$ cat src/inc/sbc_cfg_pkg.sv
// Shared constants for the configuration and physical layer register block
package sbc_cfg_pkg;

   // ----------------------------------------------------------------
   // Register indices and AHB byte addresses
   // ----------------------------------------------------------------
   localparam logic [3:0] SCF_IDX   = 4'h2;
   localparam logic [3:0] PLC_IDX   = 4'h3;
   localparam logic [7:0] XCHG_ADDR = 8'h00;
   localparam logic [7:0] STAT_ADDR = 8'h10;

   // ----------------------------------------------------------------
   // Word layout
   // ----------------------------------------------------------------
   localparam int B_SEL_HI = 15;
   localparam int B_SEL_LO = 14;
   localparam int B_RRS    = 13;
   localparam int B_NOWR   = 12;
   localparam logic [1:0] SEL_SCF = 2'h2;
   localparam logic [1:0] SEL_PLC = 2'h3;
   // System configuration fields
   localparam int B_GS     = 9;
   localparam int B_RL     = 8;
   localparam int B_AUX_HI = 7;
   localparam int B_AUX_LO = 6;
   localparam int B_UV     = 5;
   localparam int B_CM     = 4;
   localparam int B_WEN    = 3;
   localparam int B_WS     = 2;
   localparam int B_INH    = 0;
   localparam logic [1:0] AUX_OFF = 2'h0;
   localparam logic [1:0] AUX_ON  = 2'h1;
   localparam logic [1:0] AUX_C16 = 2'h2;
   localparam logic [1:0] AUX_C32 = 2'h3;
   // Physical layer fields
   localparam int B_PN    = 10;
   localparam int B_OFFT  = 9;
   localparam int B_TXDIS = 8;
   localparam int B_LOOP  = 7;
   localparam int B_SLOPE = 4;
   localparam int B_TERM  = 2;
   localparam int B_LWAKE = 1;
   localparam int B_LTX   = 0;
   // Writable masks and values after reset
   localparam logic [15:0] SCF_WMASK = 16'h03FD;
   localparam logic [15:0] PLC_WMASK = 16'h0797;
   localparam logic [15:0] SCF_RST   = 16'h0101;
   localparam logic [15:0] PLC_RST   = 16'h0000;

   // ----------------------------------------------------------------
   // Modes seen from the mode controller
   // ----------------------------------------------------------------
   localparam logic [2:0] MODE_RESET   = 3'h0;
   localparam logic [2:0] MODE_STARTUP = 3'h1;
   localparam logic [2:0] MODE_NORMAL  = 3'h2;
   localparam logic [2:0] MODE_STANDBY = 3'h3;
   localparam logic [2:0] MODE_SLEEP   = 3'h4;
   localparam logic [1:0] CAN_OFFLINE  = 2'h0;
   localparam logic [1:0] CAN_ONLINE   = 2'h1;
   localparam logic [1:0] CAN_ACTIVE   = 2'h2;

   // ----------------------------------------------------------------
   // Timing
   // ----------------------------------------------------------------
   localparam int CLK_HZ      = 40_000_000;
   localparam int US_CYC      = CLK_HZ / 1_000_000;
   localparam int US_PER_MS   = 1000;
   localparam int AUX_ON_US   = 350;
   localparam int AUX_P1_MS   = 16;
   localparam int AUX_P2_MS   = 32;
   localparam int OFF_SHRT_MS = 64;
   localparam int OFF_LONG_MS = 256;
   localparam int OFF_WAKE_MS = 400;

   // Synchroniser lanes
   localparam int SY_SHORT = 0;
   localparam int SY_RXCL  = 1;
   localparam int SY_TXCL  = 2;
   localparam int SY_TXD   = 3;
   localparam int SY_BUSRX = 4;
   localparam int SY_ACT   = 5;
   localparam int SY_WAKE  = 6;
   localparam int SY_CURR  = 7;

   typedef enum logic [2:0]
   {
      BS_IDLE = 3'b001,
      BS_WR   = 3'b010,
      BS_RD   = 3'b100
   } bus_st_t;

endpackage

$ cat src/hw/sbc_config_phy_regs.sv
// System configuration and physical layer register words behind AHB-Lite
//
// Local design decision: register access over AHB-Lite.
`timescale 1ns/1ps
module sbc_config_phy_regs
#(
   parameter int P_US_PER_MS = sbc_cfg_pkg::US_PER_MS
)
(
   input  wire logic        i_sys_clk,
   input  wire logic        i_sys_rst,
   input  wire logic        i_hsel,
   input  wire logic [7:0]  i_haddr,
   input  wire logic [1:0]  i_htrans,
   input  wire logic        i_hwrite,
   input  wire logic [2:0]  i_hsize,
   input  wire logic [31:0] i_hwdata,
   input  wire logic        i_hready,
   output logic      [31:0] o_hrdata,
   output logic             o_hreadyout,
   output logic             o_hresp,
   input  wire logic [2:0]  i_sbc_mode,
   input  wire logic [1:0]  i_can_state,
   input  wire logic        i_watchdog_off,
   input  wire logic [15:0] i_gen_feedback,
   input  wire logic        i_aux_short,
   input  wire logic        i_rx_recessive_clamp,
   input  wire logic        i_tx_dominant_clamp,
   input  wire logic        i_can_transmit_line,
   input  wire logic        i_can_bus_rx,
   input  wire logic        i_can_bus_activity,
   input  wire logic        i_wake_event,
   input  wire logic        i_main_current_rise,
   output logic             o_ground_shift_level_sel,
   output logic             o_reset_pulse_length_sel,
   output logic             o_third_supply_output,
   output logic             o_main_undervolt_level_sel,
   output logic             o_local_wake_enable,
   output logic             o_local_wake_sampling_sel,
   output logic             o_inhibit_output,
   output logic             o_reset_request,
   output logic             o_watchdog_restart,
   output logic             o_partial_network_allow,
   output logic             o_can_tx_disable,
   output logic             o_can_receive_line,
   output logic             o_can_offline_req,
   output logic             o_lin_slope_sel,
   output logic             o_lin_termination_source_sel,
   output logic             o_lin_wake_enable,
   output logic             o_lin_tx_disable
);

   // ----------------------------------------------------------------
   // State
   // ----------------------------------------------------------------
   typedef struct packed
   {
      sbc_cfg_pkg::bus_st_t st;
      logic [7:0]           addr;
      logic [31:0]          rdata;
      logic [15:0]          sys_cfg;
      logic [15:0]          phy_ctl;
      logic [15:0]          reply;
      logic [7:0]           sy1;
      logic [7:0]           sy2;
      logic [7:0]           sy3;
      logic [1:0]           can_prev;
      logic [5:0]           us_cnt;
      logic [9:0]           ms_sub;
      logic [14:0]          aux_ph;
      logic                 aux_on;
      logic [8:0]           off_ms;
      logic                 after_wake;
      logic                 off_req;
      logic                 rst_req;
      logic                 wd_rst;
      logic                 rx_out;
   } state_t;

   localparam state_t ST_RST = '{
      st:      sbc_cfg_pkg::BS_IDLE,
      sys_cfg: sbc_cfg_pkg::SCF_RST,
      phy_ctl: sbc_cfg_pkg::PLC_RST,
      default: '0
   };

   state_t      s_r;
   state_t      s_nxt;
   logic [7:0]  pins;
   logic        acc;
   logic        wr_x;
   logic [15:0] xw;
   logic        us_tick;
   logic        ms_tick;
   logic        fault;
   logic        enter_on;
   logic        mode_ok;
   logic [8:0]  off_lim;
   logic [14:0] aux_per;

   localparam int B_HI = sbc_cfg_pkg::B_SEL_HI;
   localparam int B_LO = sbc_cfg_pkg::B_SEL_LO;

   // Byte address of a register index, one word per index
   function automatic logic [7:0] idx_addr(input logic [3:0] idx);
      idx_addr = {2'h0, idx, 2'h0};
   endfunction

   // Feedback word: select pattern on top, fourteen content bits below
   function automatic logic [15:0] fb_word(input logic [1:0] sel,
                                           input logic [15:0] v);
      fb_word = {sel, v[13:0]};
   endfunction

   // ----------------------------------------------------------------
   // Decodes
   // ----------------------------------------------------------------
   // Pins from the analog side, synchronised before use
   assign pins = {i_main_current_rise, i_wake_event, i_can_bus_activity,
                  i_can_bus_rx, i_can_transmit_line, i_tx_dominant_clamp,
                  i_rx_recessive_clamp, i_aux_short};
   assign acc  = i_hsel & i_htrans[1] & i_hready;
   // Word position fixed
   // A write to a register's own address forces its select pattern
   always_comb
   begin
      xw = i_hwdata[15:0];
      if (s_r.addr == idx_addr(sbc_cfg_pkg::SCF_IDX))
      begin
         xw[15:14] = sbc_cfg_pkg::SEL_SCF;
      end
      else if (s_r.addr == idx_addr(sbc_cfg_pkg::PLC_IDX))
      begin
         xw[15:14] = sbc_cfg_pkg::SEL_PLC;
      end
   end
   assign wr_x = (s_r.st == sbc_cfg_pkg::BS_WR) &&
                 ((s_r.addr == sbc_cfg_pkg::XCHG_ADDR) ||
                  (s_r.addr == idx_addr(sbc_cfg_pkg::SCF_IDX)) ||
                  (s_r.addr == idx_addr(sbc_cfg_pkg::PLC_IDX)));
   assign us_tick  = (s_r.us_cnt == 6'(sbc_cfg_pkg::US_CYC - 1));
   assign ms_tick  = us_tick && (s_r.ms_sub == 10'(P_US_PER_MS - 1));
   assign fault    = s_r.sy2[sbc_cfg_pkg::SY_SHORT] |
                     s_r.sy2[sbc_cfg_pkg::SY_RXCL] |
                     s_r.sy2[sbc_cfg_pkg::SY_TXCL];
   // Any change into On-line or Active counts, Active from On-line too
   assign enter_on = ((i_can_state == sbc_cfg_pkg::CAN_ONLINE) ||
                      (i_can_state == sbc_cfg_pkg::CAN_ACTIVE)) &&
                     (s_r.can_prev != i_can_state);
   assign mode_ok  = (i_sbc_mode == sbc_cfg_pkg::MODE_NORMAL) ||
                     (i_sbc_mode == sbc_cfg_pkg::MODE_STANDBY);
   assign off_lim  = s_r.after_wake ? 9'(sbc_cfg_pkg::OFF_WAKE_MS) :
                     s_r.phy_ctl[sbc_cfg_pkg::B_OFFT] ?
                     9'(sbc_cfg_pkg::OFF_LONG_MS) : 9'(sbc_cfg_pkg::OFF_SHRT_MS);
   assign aux_per  = s_r.sys_cfg[sbc_cfg_pkg::B_AUX_HI:sbc_cfg_pkg::B_AUX_LO] ==
                     sbc_cfg_pkg::AUX_C32 ?
                     15'(sbc_cfg_pkg::AUX_P2_MS * P_US_PER_MS) :
                     15'(sbc_cfg_pkg::AUX_P1_MS * P_US_PER_MS);

   // ----------------------------------------------------------------
   // Next state
   // ----------------------------------------------------------------
   always_comb
   begin
      s_nxt          = s_r;
      s_nxt.sy1      = pins;
      s_nxt.sy2      = s_r.sy1;
      s_nxt.sy3      = s_r.sy2;
      s_nxt.can_prev = i_can_state;
      s_nxt.off_req  = 1'b0;
      s_nxt.rst_req  = 1'b0;
      s_nxt.wd_rst   = 1'b0;
      // Bus phase tracking; zero wait states, so any state may take a new one
      case (s_r.st)
         sbc_cfg_pkg::BS_IDLE,
         sbc_cfg_pkg::BS_WR,
         sbc_cfg_pkg::BS_RD:
         begin
            s_nxt.st = sbc_cfg_pkg::BS_IDLE;
            if (acc)
            begin
               s_nxt.st   = i_hwrite ? sbc_cfg_pkg::BS_WR : sbc_cfg_pkg::BS_RD;
               s_nxt.addr = i_haddr;
            end
         end
         default:
         begin
            s_nxt.st = sbc_cfg_pkg::BS_IDLE;
         end
      endcase
      // Read data latched at the address phase; unmapped reads give zero
      if (acc && !i_hwrite)
      begin
         s_nxt.rdata = 32'h0000_0000;
         if (i_haddr == sbc_cfg_pkg::XCHG_ADDR)
         begin
            s_nxt.rdata = {16'h0000, s_r.reply};
         end
         else if (i_haddr == idx_addr(sbc_cfg_pkg::SCF_IDX))
         begin
            s_nxt.rdata = {16'h0000, s_r.sys_cfg};
         end
         else if (i_haddr == idx_addr(sbc_cfg_pkg::PLC_IDX))
         begin
            s_nxt.rdata = {16'h0000, s_r.phy_ctl};
         end
         else if (i_haddr == sbc_cfg_pkg::STAT_ADDR)
         begin
            s_nxt.rdata = {23'h000000, s_r.aux_on, s_r.after_wake,
                           mode_ok, 1'b0, i_can_state, i_sbc_mode};
         end
      end
      // Word exchange in the write data phase
      if (wr_x)
      begin
         case (xw[B_HI:B_LO])
            sbc_cfg_pkg::SEL_SCF:
            begin
               s_nxt.reply = fb_word(sbc_cfg_pkg::SEL_SCF, s_r.sys_cfg);
               if (!xw[sbc_cfg_pkg::B_NOWR])
               begin
                  s_nxt.sys_cfg = xw & sbc_cfg_pkg::SCF_WMASK;
               end
            end
            sbc_cfg_pkg::SEL_PLC:
            begin
               s_nxt.reply = xw[sbc_cfg_pkg::B_RRS] ?
                             fb_word(sbc_cfg_pkg::SEL_PLC, i_gen_feedback) :
                             fb_word(sbc_cfg_pkg::SEL_PLC, s_r.phy_ctl);
               if (!xw[sbc_cfg_pkg::B_NOWR] && mode_ok)
               begin
                  s_nxt.phy_ctl = xw & sbc_cfg_pkg::PLC_WMASK;
               end
            end
            default:
            begin
               s_nxt.reply = {xw[B_HI:B_LO], 14'h0000};
            end
         endcase
      end
      // Hardware updates come last so they win over a same-cycle write
      // Fail-safe inhibit
      if (i_sbc_mode == sbc_cfg_pkg::MODE_RESET)
      begin
         s_nxt.sys_cfg[sbc_cfg_pkg::B_INH] = 1'b1;
      end
      if (fault)
      begin
         s_nxt.phy_ctl[sbc_cfg_pkg::B_TXDIS] = 1'b1;
      end
      if (enter_on)
      begin
         s_nxt.phy_ctl[sbc_cfg_pkg::B_PN] = 1'b0;
      end
      if (s_r.sy2[sbc_cfg_pkg::SY_CURR] && !s_r.sy3[sbc_cfg_pkg::SY_CURR])
      begin
         if (s_r.sys_cfg[sbc_cfg_pkg::B_CM] && i_watchdog_off)
         begin
            s_nxt.rst_req = 1'b1;
         end
         else
         begin
            s_nxt.wd_rst = 1'b1;
         end
      end
      s_nxt.rx_out = (s_r.phy_ctl[sbc_cfg_pkg::B_TXDIS] &&
                      s_r.phy_ctl[sbc_cfg_pkg::B_LOOP]) ?
                     s_r.sy2[sbc_cfg_pkg::SY_TXD] : s_r.sy2[sbc_cfg_pkg::SY_BUSRX];
      // Microsecond and millisecond time base
      s_nxt.us_cnt = us_tick ? 6'h00 : s_r.us_cnt + 6'h01;
      if (us_tick)
      begin
         s_nxt.ms_sub = ms_tick ? 10'h000 : s_r.ms_sub + 10'h001;
         s_nxt.aux_ph = (s_r.aux_ph >= aux_per - 15'h0001) ? 15'h0000 :
                        s_r.aux_ph + 15'h0001;
      end
      // Auxiliary supply decode; short on-window each period in the 16 and 32 ms cyclic settings
      case (s_r.sys_cfg[sbc_cfg_pkg::B_AUX_HI:sbc_cfg_pkg::B_AUX_LO])
         sbc_cfg_pkg::AUX_ON:  s_nxt.aux_on = 1'b1;
         sbc_cfg_pkg::AUX_C16,
         sbc_cfg_pkg::AUX_C32: s_nxt.aux_on =
                               s_r.aux_ph < 15'(sbc_cfg_pkg::AUX_ON_US);
         default:              s_nxt.aux_on = 1'b0;
      endcase
      if (s_r.sy2[sbc_cfg_pkg::SY_WAKE] && !s_r.sy3[sbc_cfg_pkg::SY_WAKE])
      begin
         s_nxt.after_wake = 1'b1;
      end
      if (i_can_state != sbc_cfg_pkg::CAN_ONLINE ||
          (s_r.sy2[sbc_cfg_pkg::SY_ACT] && !s_r.sy3[sbc_cfg_pkg::SY_ACT]))
      begin
         s_nxt.off_ms = 9'h000;
      end
      else if (ms_tick)
      begin
         if (s_r.off_ms + 9'h001 >= off_lim)
         begin
            s_nxt.off_ms     = 9'h000;
            s_nxt.off_req    = 1'b1;
            s_nxt.after_wake = 1'b0;
         end
         else
         begin
            s_nxt.off_ms = s_r.off_ms + 9'h001;
         end
      end
   end

   // State register, synchronous reset
   always_ff @(posedge i_sys_clk)
   begin
      if (i_sys_rst)
      begin
         s_r <= ST_RST;
      end
      else
      begin
         s_r <= s_nxt;
      end
   end

   // ----------------------------------------------------------------
   // Outputs
   // ----------------------------------------------------------------
   // Slave never stretches and never errors
   assign o_hreadyout = 1'b1;
   assign o_hresp     = 1'b0;
   assign o_hrdata    = s_r.rdata;
   assign o_ground_shift_level_sel   = s_r.sys_cfg[sbc_cfg_pkg::B_GS];
   assign o_reset_pulse_length_sel   = s_r.sys_cfg[sbc_cfg_pkg::B_RL];
   assign o_third_supply_output      = s_r.aux_on;
   assign o_main_undervolt_level_sel = s_r.sys_cfg[sbc_cfg_pkg::B_UV];
   assign o_local_wake_enable        = s_r.sys_cfg[sbc_cfg_pkg::B_WEN];
   assign o_local_wake_sampling_sel  = s_r.sys_cfg[sbc_cfg_pkg::B_WS];
   assign o_inhibit_output           = s_r.sys_cfg[sbc_cfg_pkg::B_INH];
   assign o_reset_request            = s_r.rst_req;
   assign o_watchdog_restart         = s_r.wd_rst;
   assign o_partial_network_allow    = s_r.phy_ctl[sbc_cfg_pkg::B_PN];
   assign o_can_tx_disable           = s_r.phy_ctl[sbc_cfg_pkg::B_TXDIS];
   assign o_can_receive_line         = s_r.rx_out;
   assign o_can_offline_req          = s_r.off_req;
   assign o_lin_slope_sel            = s_r.phy_ctl[sbc_cfg_pkg::B_SLOPE];
   assign o_lin_termination_source_sel = s_r.phy_ctl[sbc_cfg_pkg::B_TERM];
   assign o_lin_wake_enable          = s_r.phy_ctl[sbc_cfg_pkg::B_LWAKE];
   assign o_lin_tx_disable           = s_r.phy_ctl[sbc_cfg_pkg::B_LTX];
endmodule

$ cat config.mk
export PLATFORM = sky130hd
export DESIGN_NAME = sbc_config_phy_regs
export DESIGN_NICKNAME = d
export VERILOG_FILES = /design/src/inc/sbc_cfg_pkg.sv /design/src/hw/sbc_config_phy_regs.sv
export SDC_FILE = /design/constraint.sdc
export NUM_CORES = 1
export LEC_CHECK = 0
export BUFFER_PORTS_ARGS = -buffer_cell sky130_fd_sc_hd__buf_2
export CORE_MARGIN = 4
export CORE_UTILIZATION = 25
export DETAILED_ROUTE_END_ITERATION = 16
export PLACE_DENSITY = 0.53
export SYNTH_ARGS = -nofsm -noshare
export SYNTH_HDL_FRONTEND = slang
export SYNTH_SLANG_ARGS = --single-unit
$ cat constraint.sdc
create_clock -name i_sys_clk -period 2.4 [get_ports i_sys_clk]
set_input_delay 0.12 -clock i_sys_clk [delete_from_list [all_inputs] [get_ports i_sys_clk]]
set_output_delay 0.12 -clock i_sys_clk [all_outputs]
set_load 0.02 [all_outputs]
==> flow_summary.toml <==
[power_and_ir_drop]
leakage_nw = 3.074
p_sw_mw = 1.240
vdd_drop_max_v = 0.0004847
p_seq_share_pct = 42.8
power_density_nw_per_um2 = 658.2
clkPwrFrac_pct = 50.5
p_sw_share_pct = 24.40
p_int_mw = 3.842
combPwrFrac_pct = 6.6

[floorplanning]
die_w_um = 163.7
core_area_um2 = 23680
ioPinCount = 131
start_util_pct = 25.59
fp.dieArea_um2 = 26790
die_h_um = 163.7
rows = 56

[clock_tree]
cts_buffer_depth = 2
clock_latency_ns = 0.43
cts_num_sinks = 127
cts_buffers = 17
htreeDepth = 4
post_cts_buffers = 0
cts_root_buffer = "clkbuf_16"
cts_tree = "yes"
clk_pin_slew_ns = 0.06

[route]
wl_per_cell_um = 14.32
drc = 0
dr.pass1.iters = 4
drt-total-wl_um = 16100
vias = 4990
drtIter0Drc = 237
final_antenna_net_count = 0
viasPerCell = 4.440

[global_routing]
grt_pass1_vias = 4711
gr-total-overflow = 0
grt_pass1_wl_um = 25770
antenna_found_initial = 1
grtUsageTotal_pct = 12.41
grt_max_degree = 46

[layout]
area_growth_pct = 27.40
largest_register = "s_r"
final_util_pct = 32.60
drive_gt1_share_pct = 21.12
largest_reg_flops = 78
layout.nets = 885
diodes = 0

[setup_path]
worstSetupStartpointType = "flip-flop"
worstPathMaxFanout = 6
crit_type = "reg2reg"
cp-end-kind = "flip-flop"
max_stage_delay_ns = 0.46
cp.required_ns = 2.75
cp.arrival_ns = 2.64
worst_path_max_delay_cell = "or4b_1"
path_cells = "ha_1 -> nand3_1 -> buf_4 -> xor2_1 -> ha_1 -> or4b_1 -> o2111ai_1 -> o31ai_4 -> buf_4 -> a21oi_1"

[yosys]
synth.area.top_cells = "dfxtp_1 (42%), mux2i_1 (6.3%), nor2_1 (5.9%), buf_4 (4.5%), nor2b_1 (2.9%)"
synthArstFlopShare_pct = 0
syn-cell-area_um2 = 6060
yosys_warnings = 0
syn_avg_cell_area_um2 = 8.964
yosysTopAreaCellShare_pct = 41.96
synth-seq-cells = 127
yosysUniqueCellTypes = 62
syn_inst = 676
seq_area_frac_synth_pct = 41.96
dominantRegCellSynth = "dfxtp_1"
yosysTopAreaCell = "dfxtp_1"
synth_edf_count = 0

[timing]
setup_violations = 0
period_share_pct = 95.28
hold_viol_final = 0
skew_ns = 0.01137
setup_ws_ns = 0.1133
max_freq_mhz = 437.3
slew_viol_final = 0
relSlewSlack_pct = 57.69
worstMarginPinSlew_ns = 0.6346
min_period_ns = 2.287
setup_tns_ns = 0

[place]
hpwl_um = 11640
gp_congestion = 0.7980
numPortBuffers = 89
dpl_worst_slack_ns = 0.05906

[job]
maxCapViolations = 0

[min_path]
hold_path.class = "in2reg"

[run_status]
outcome = "finished clean"
critical path: cells and delay by family, from the launching register on:
kind,cells,cell delay (ns)
AND/OR/NAND/NOR,2,0.56
adder cells (fa/ha/maj),2,0.42
AO/OA/AOI/OAI,3,0.40
flip-flops,1,0.37
buffers and inverters,2,0.33
XOR/XNOR,1,0.14
power groups by stage:
stage,Clock (mW),Sequential [mW],Combinational [mW]
after floorplan,0,2.21,0.214
after CTS,2.63,2.18,0.339
after global placement,0,2.22,0.293
after global routing,2.73,2.18,0.372
final,2.57,2.18,0.338
after detailed placement,0,2.22,0.295
cell usage after synthesis (5+ instances only):
cell	n
ha_1	13
dfxtp_1	127
nand4_1	8
nand3_1	24
a211oi_1	6
nand2b_1	8
mux2i_1	38
o21ai_0	7
nor2b_1	28
clkbuf_1	23
a21oi_1	27
a2bb2oi_1	5
nor2_1	96
a22oi_1	8
inv_1	10
nor3_1	30
xnor2_1	20
xor2_1	17
buf_4	36
nand4b_1	5
nor4_1	5
nand2_1	46
repair_timing:
action                                  CTS  global route
endpoints found under the hold margin    41             0
resized for setup                         0            10
hold buffers                             34             0
endpoints found under the setup margin    0            12
layout make-up:
class / instances / area, um2
multi-input cells: 488 / 3167
repair buffers: 148 / 979.7
flip-flops and latches: 127 / 2547
clock inverters: 14 / 160.2
inverters: 10 / 37.54
clock buffers: 18 / 429.2
well taps: 319 / 399.1
fillers: 2525 / 15960
placed cells by master (no fill, tap or decap), types with 4 or more instances in the layout:
cell	n
dfxtp_1	123
nor2_1	96
buf_2	88
nand2_1	46
mux2i_1	38
dlygate4sd3_1	34
nor3_1	29
nor2b_1	28
a21oi_1	27
buf_4	25
nand3_1	23
xnor2_1	20
conb_1	18
xor2_1	17
clkbuf_16	17
ha_1	13
inv_1	10
nand4_1	8
nand2b_1	8
a22oi_1	8
o21ai_0	7
a211oi_1	6
nand4b_1	5
nor4_1	5
a2bb2oi_1	5
clkinv_4	5
a21o_1	4
and2_1	4
mux2_2	4
o2bb2ai_1	4
a211o_1	4
clkinvlp_4	4
dfxtp_2	4
through the flow:
step           instance area, um2  total power [mW]  hold slack (ns)  std cells
2_1_floorplan                6120             2.429           0.1924        692
3_3_place_gp                 6754             2.516           0.2996       1058
3_5_place_dp                 6754             2.517           0.3006       1058
4_1_cts                      7684             5.141          0.03446       1124
5_1_grt                      7720             5.281          0.04276       1124
6_report                     7720             5.082          0.05457       1124
logic make-up after synthesis:
group | share of synthesized area, %
AND/OR/NAND/NOR | 23.68
flip-flops | 41.96
AO/OA/AOI/OAI | 11.87
buffers and inverters | 7.309
multiplexers | 7.020
XOR/XNOR | 5.348
adder cells (fa/ha/maj) | 2.684
other | 0.1239
final timing paths:
| kind | endpoint | slack, ns | cells after the start | from |
|---|---|---|---|---|
| worst max-delay path | s_r[6] | 0.11 | 10 | s_r[6] |
| worst min-delay path | o_partial_network_allow | 0.05 | 3 | i_hwdata[10] |
| worst max register to register | s_r[6] | 0.11 | 10 | s_r[6] |
| worst min register to register | s_nxt[54] | 0.43 | 1 | s_nxt[62] |
routing by layer:
layer,wire [um],track usage [%]
met1,7738,16.50
met2,7385,19.03
met3,699,3.608
met4,263,4.689
met5,13,0
Power figures use the tool's default switching activity.
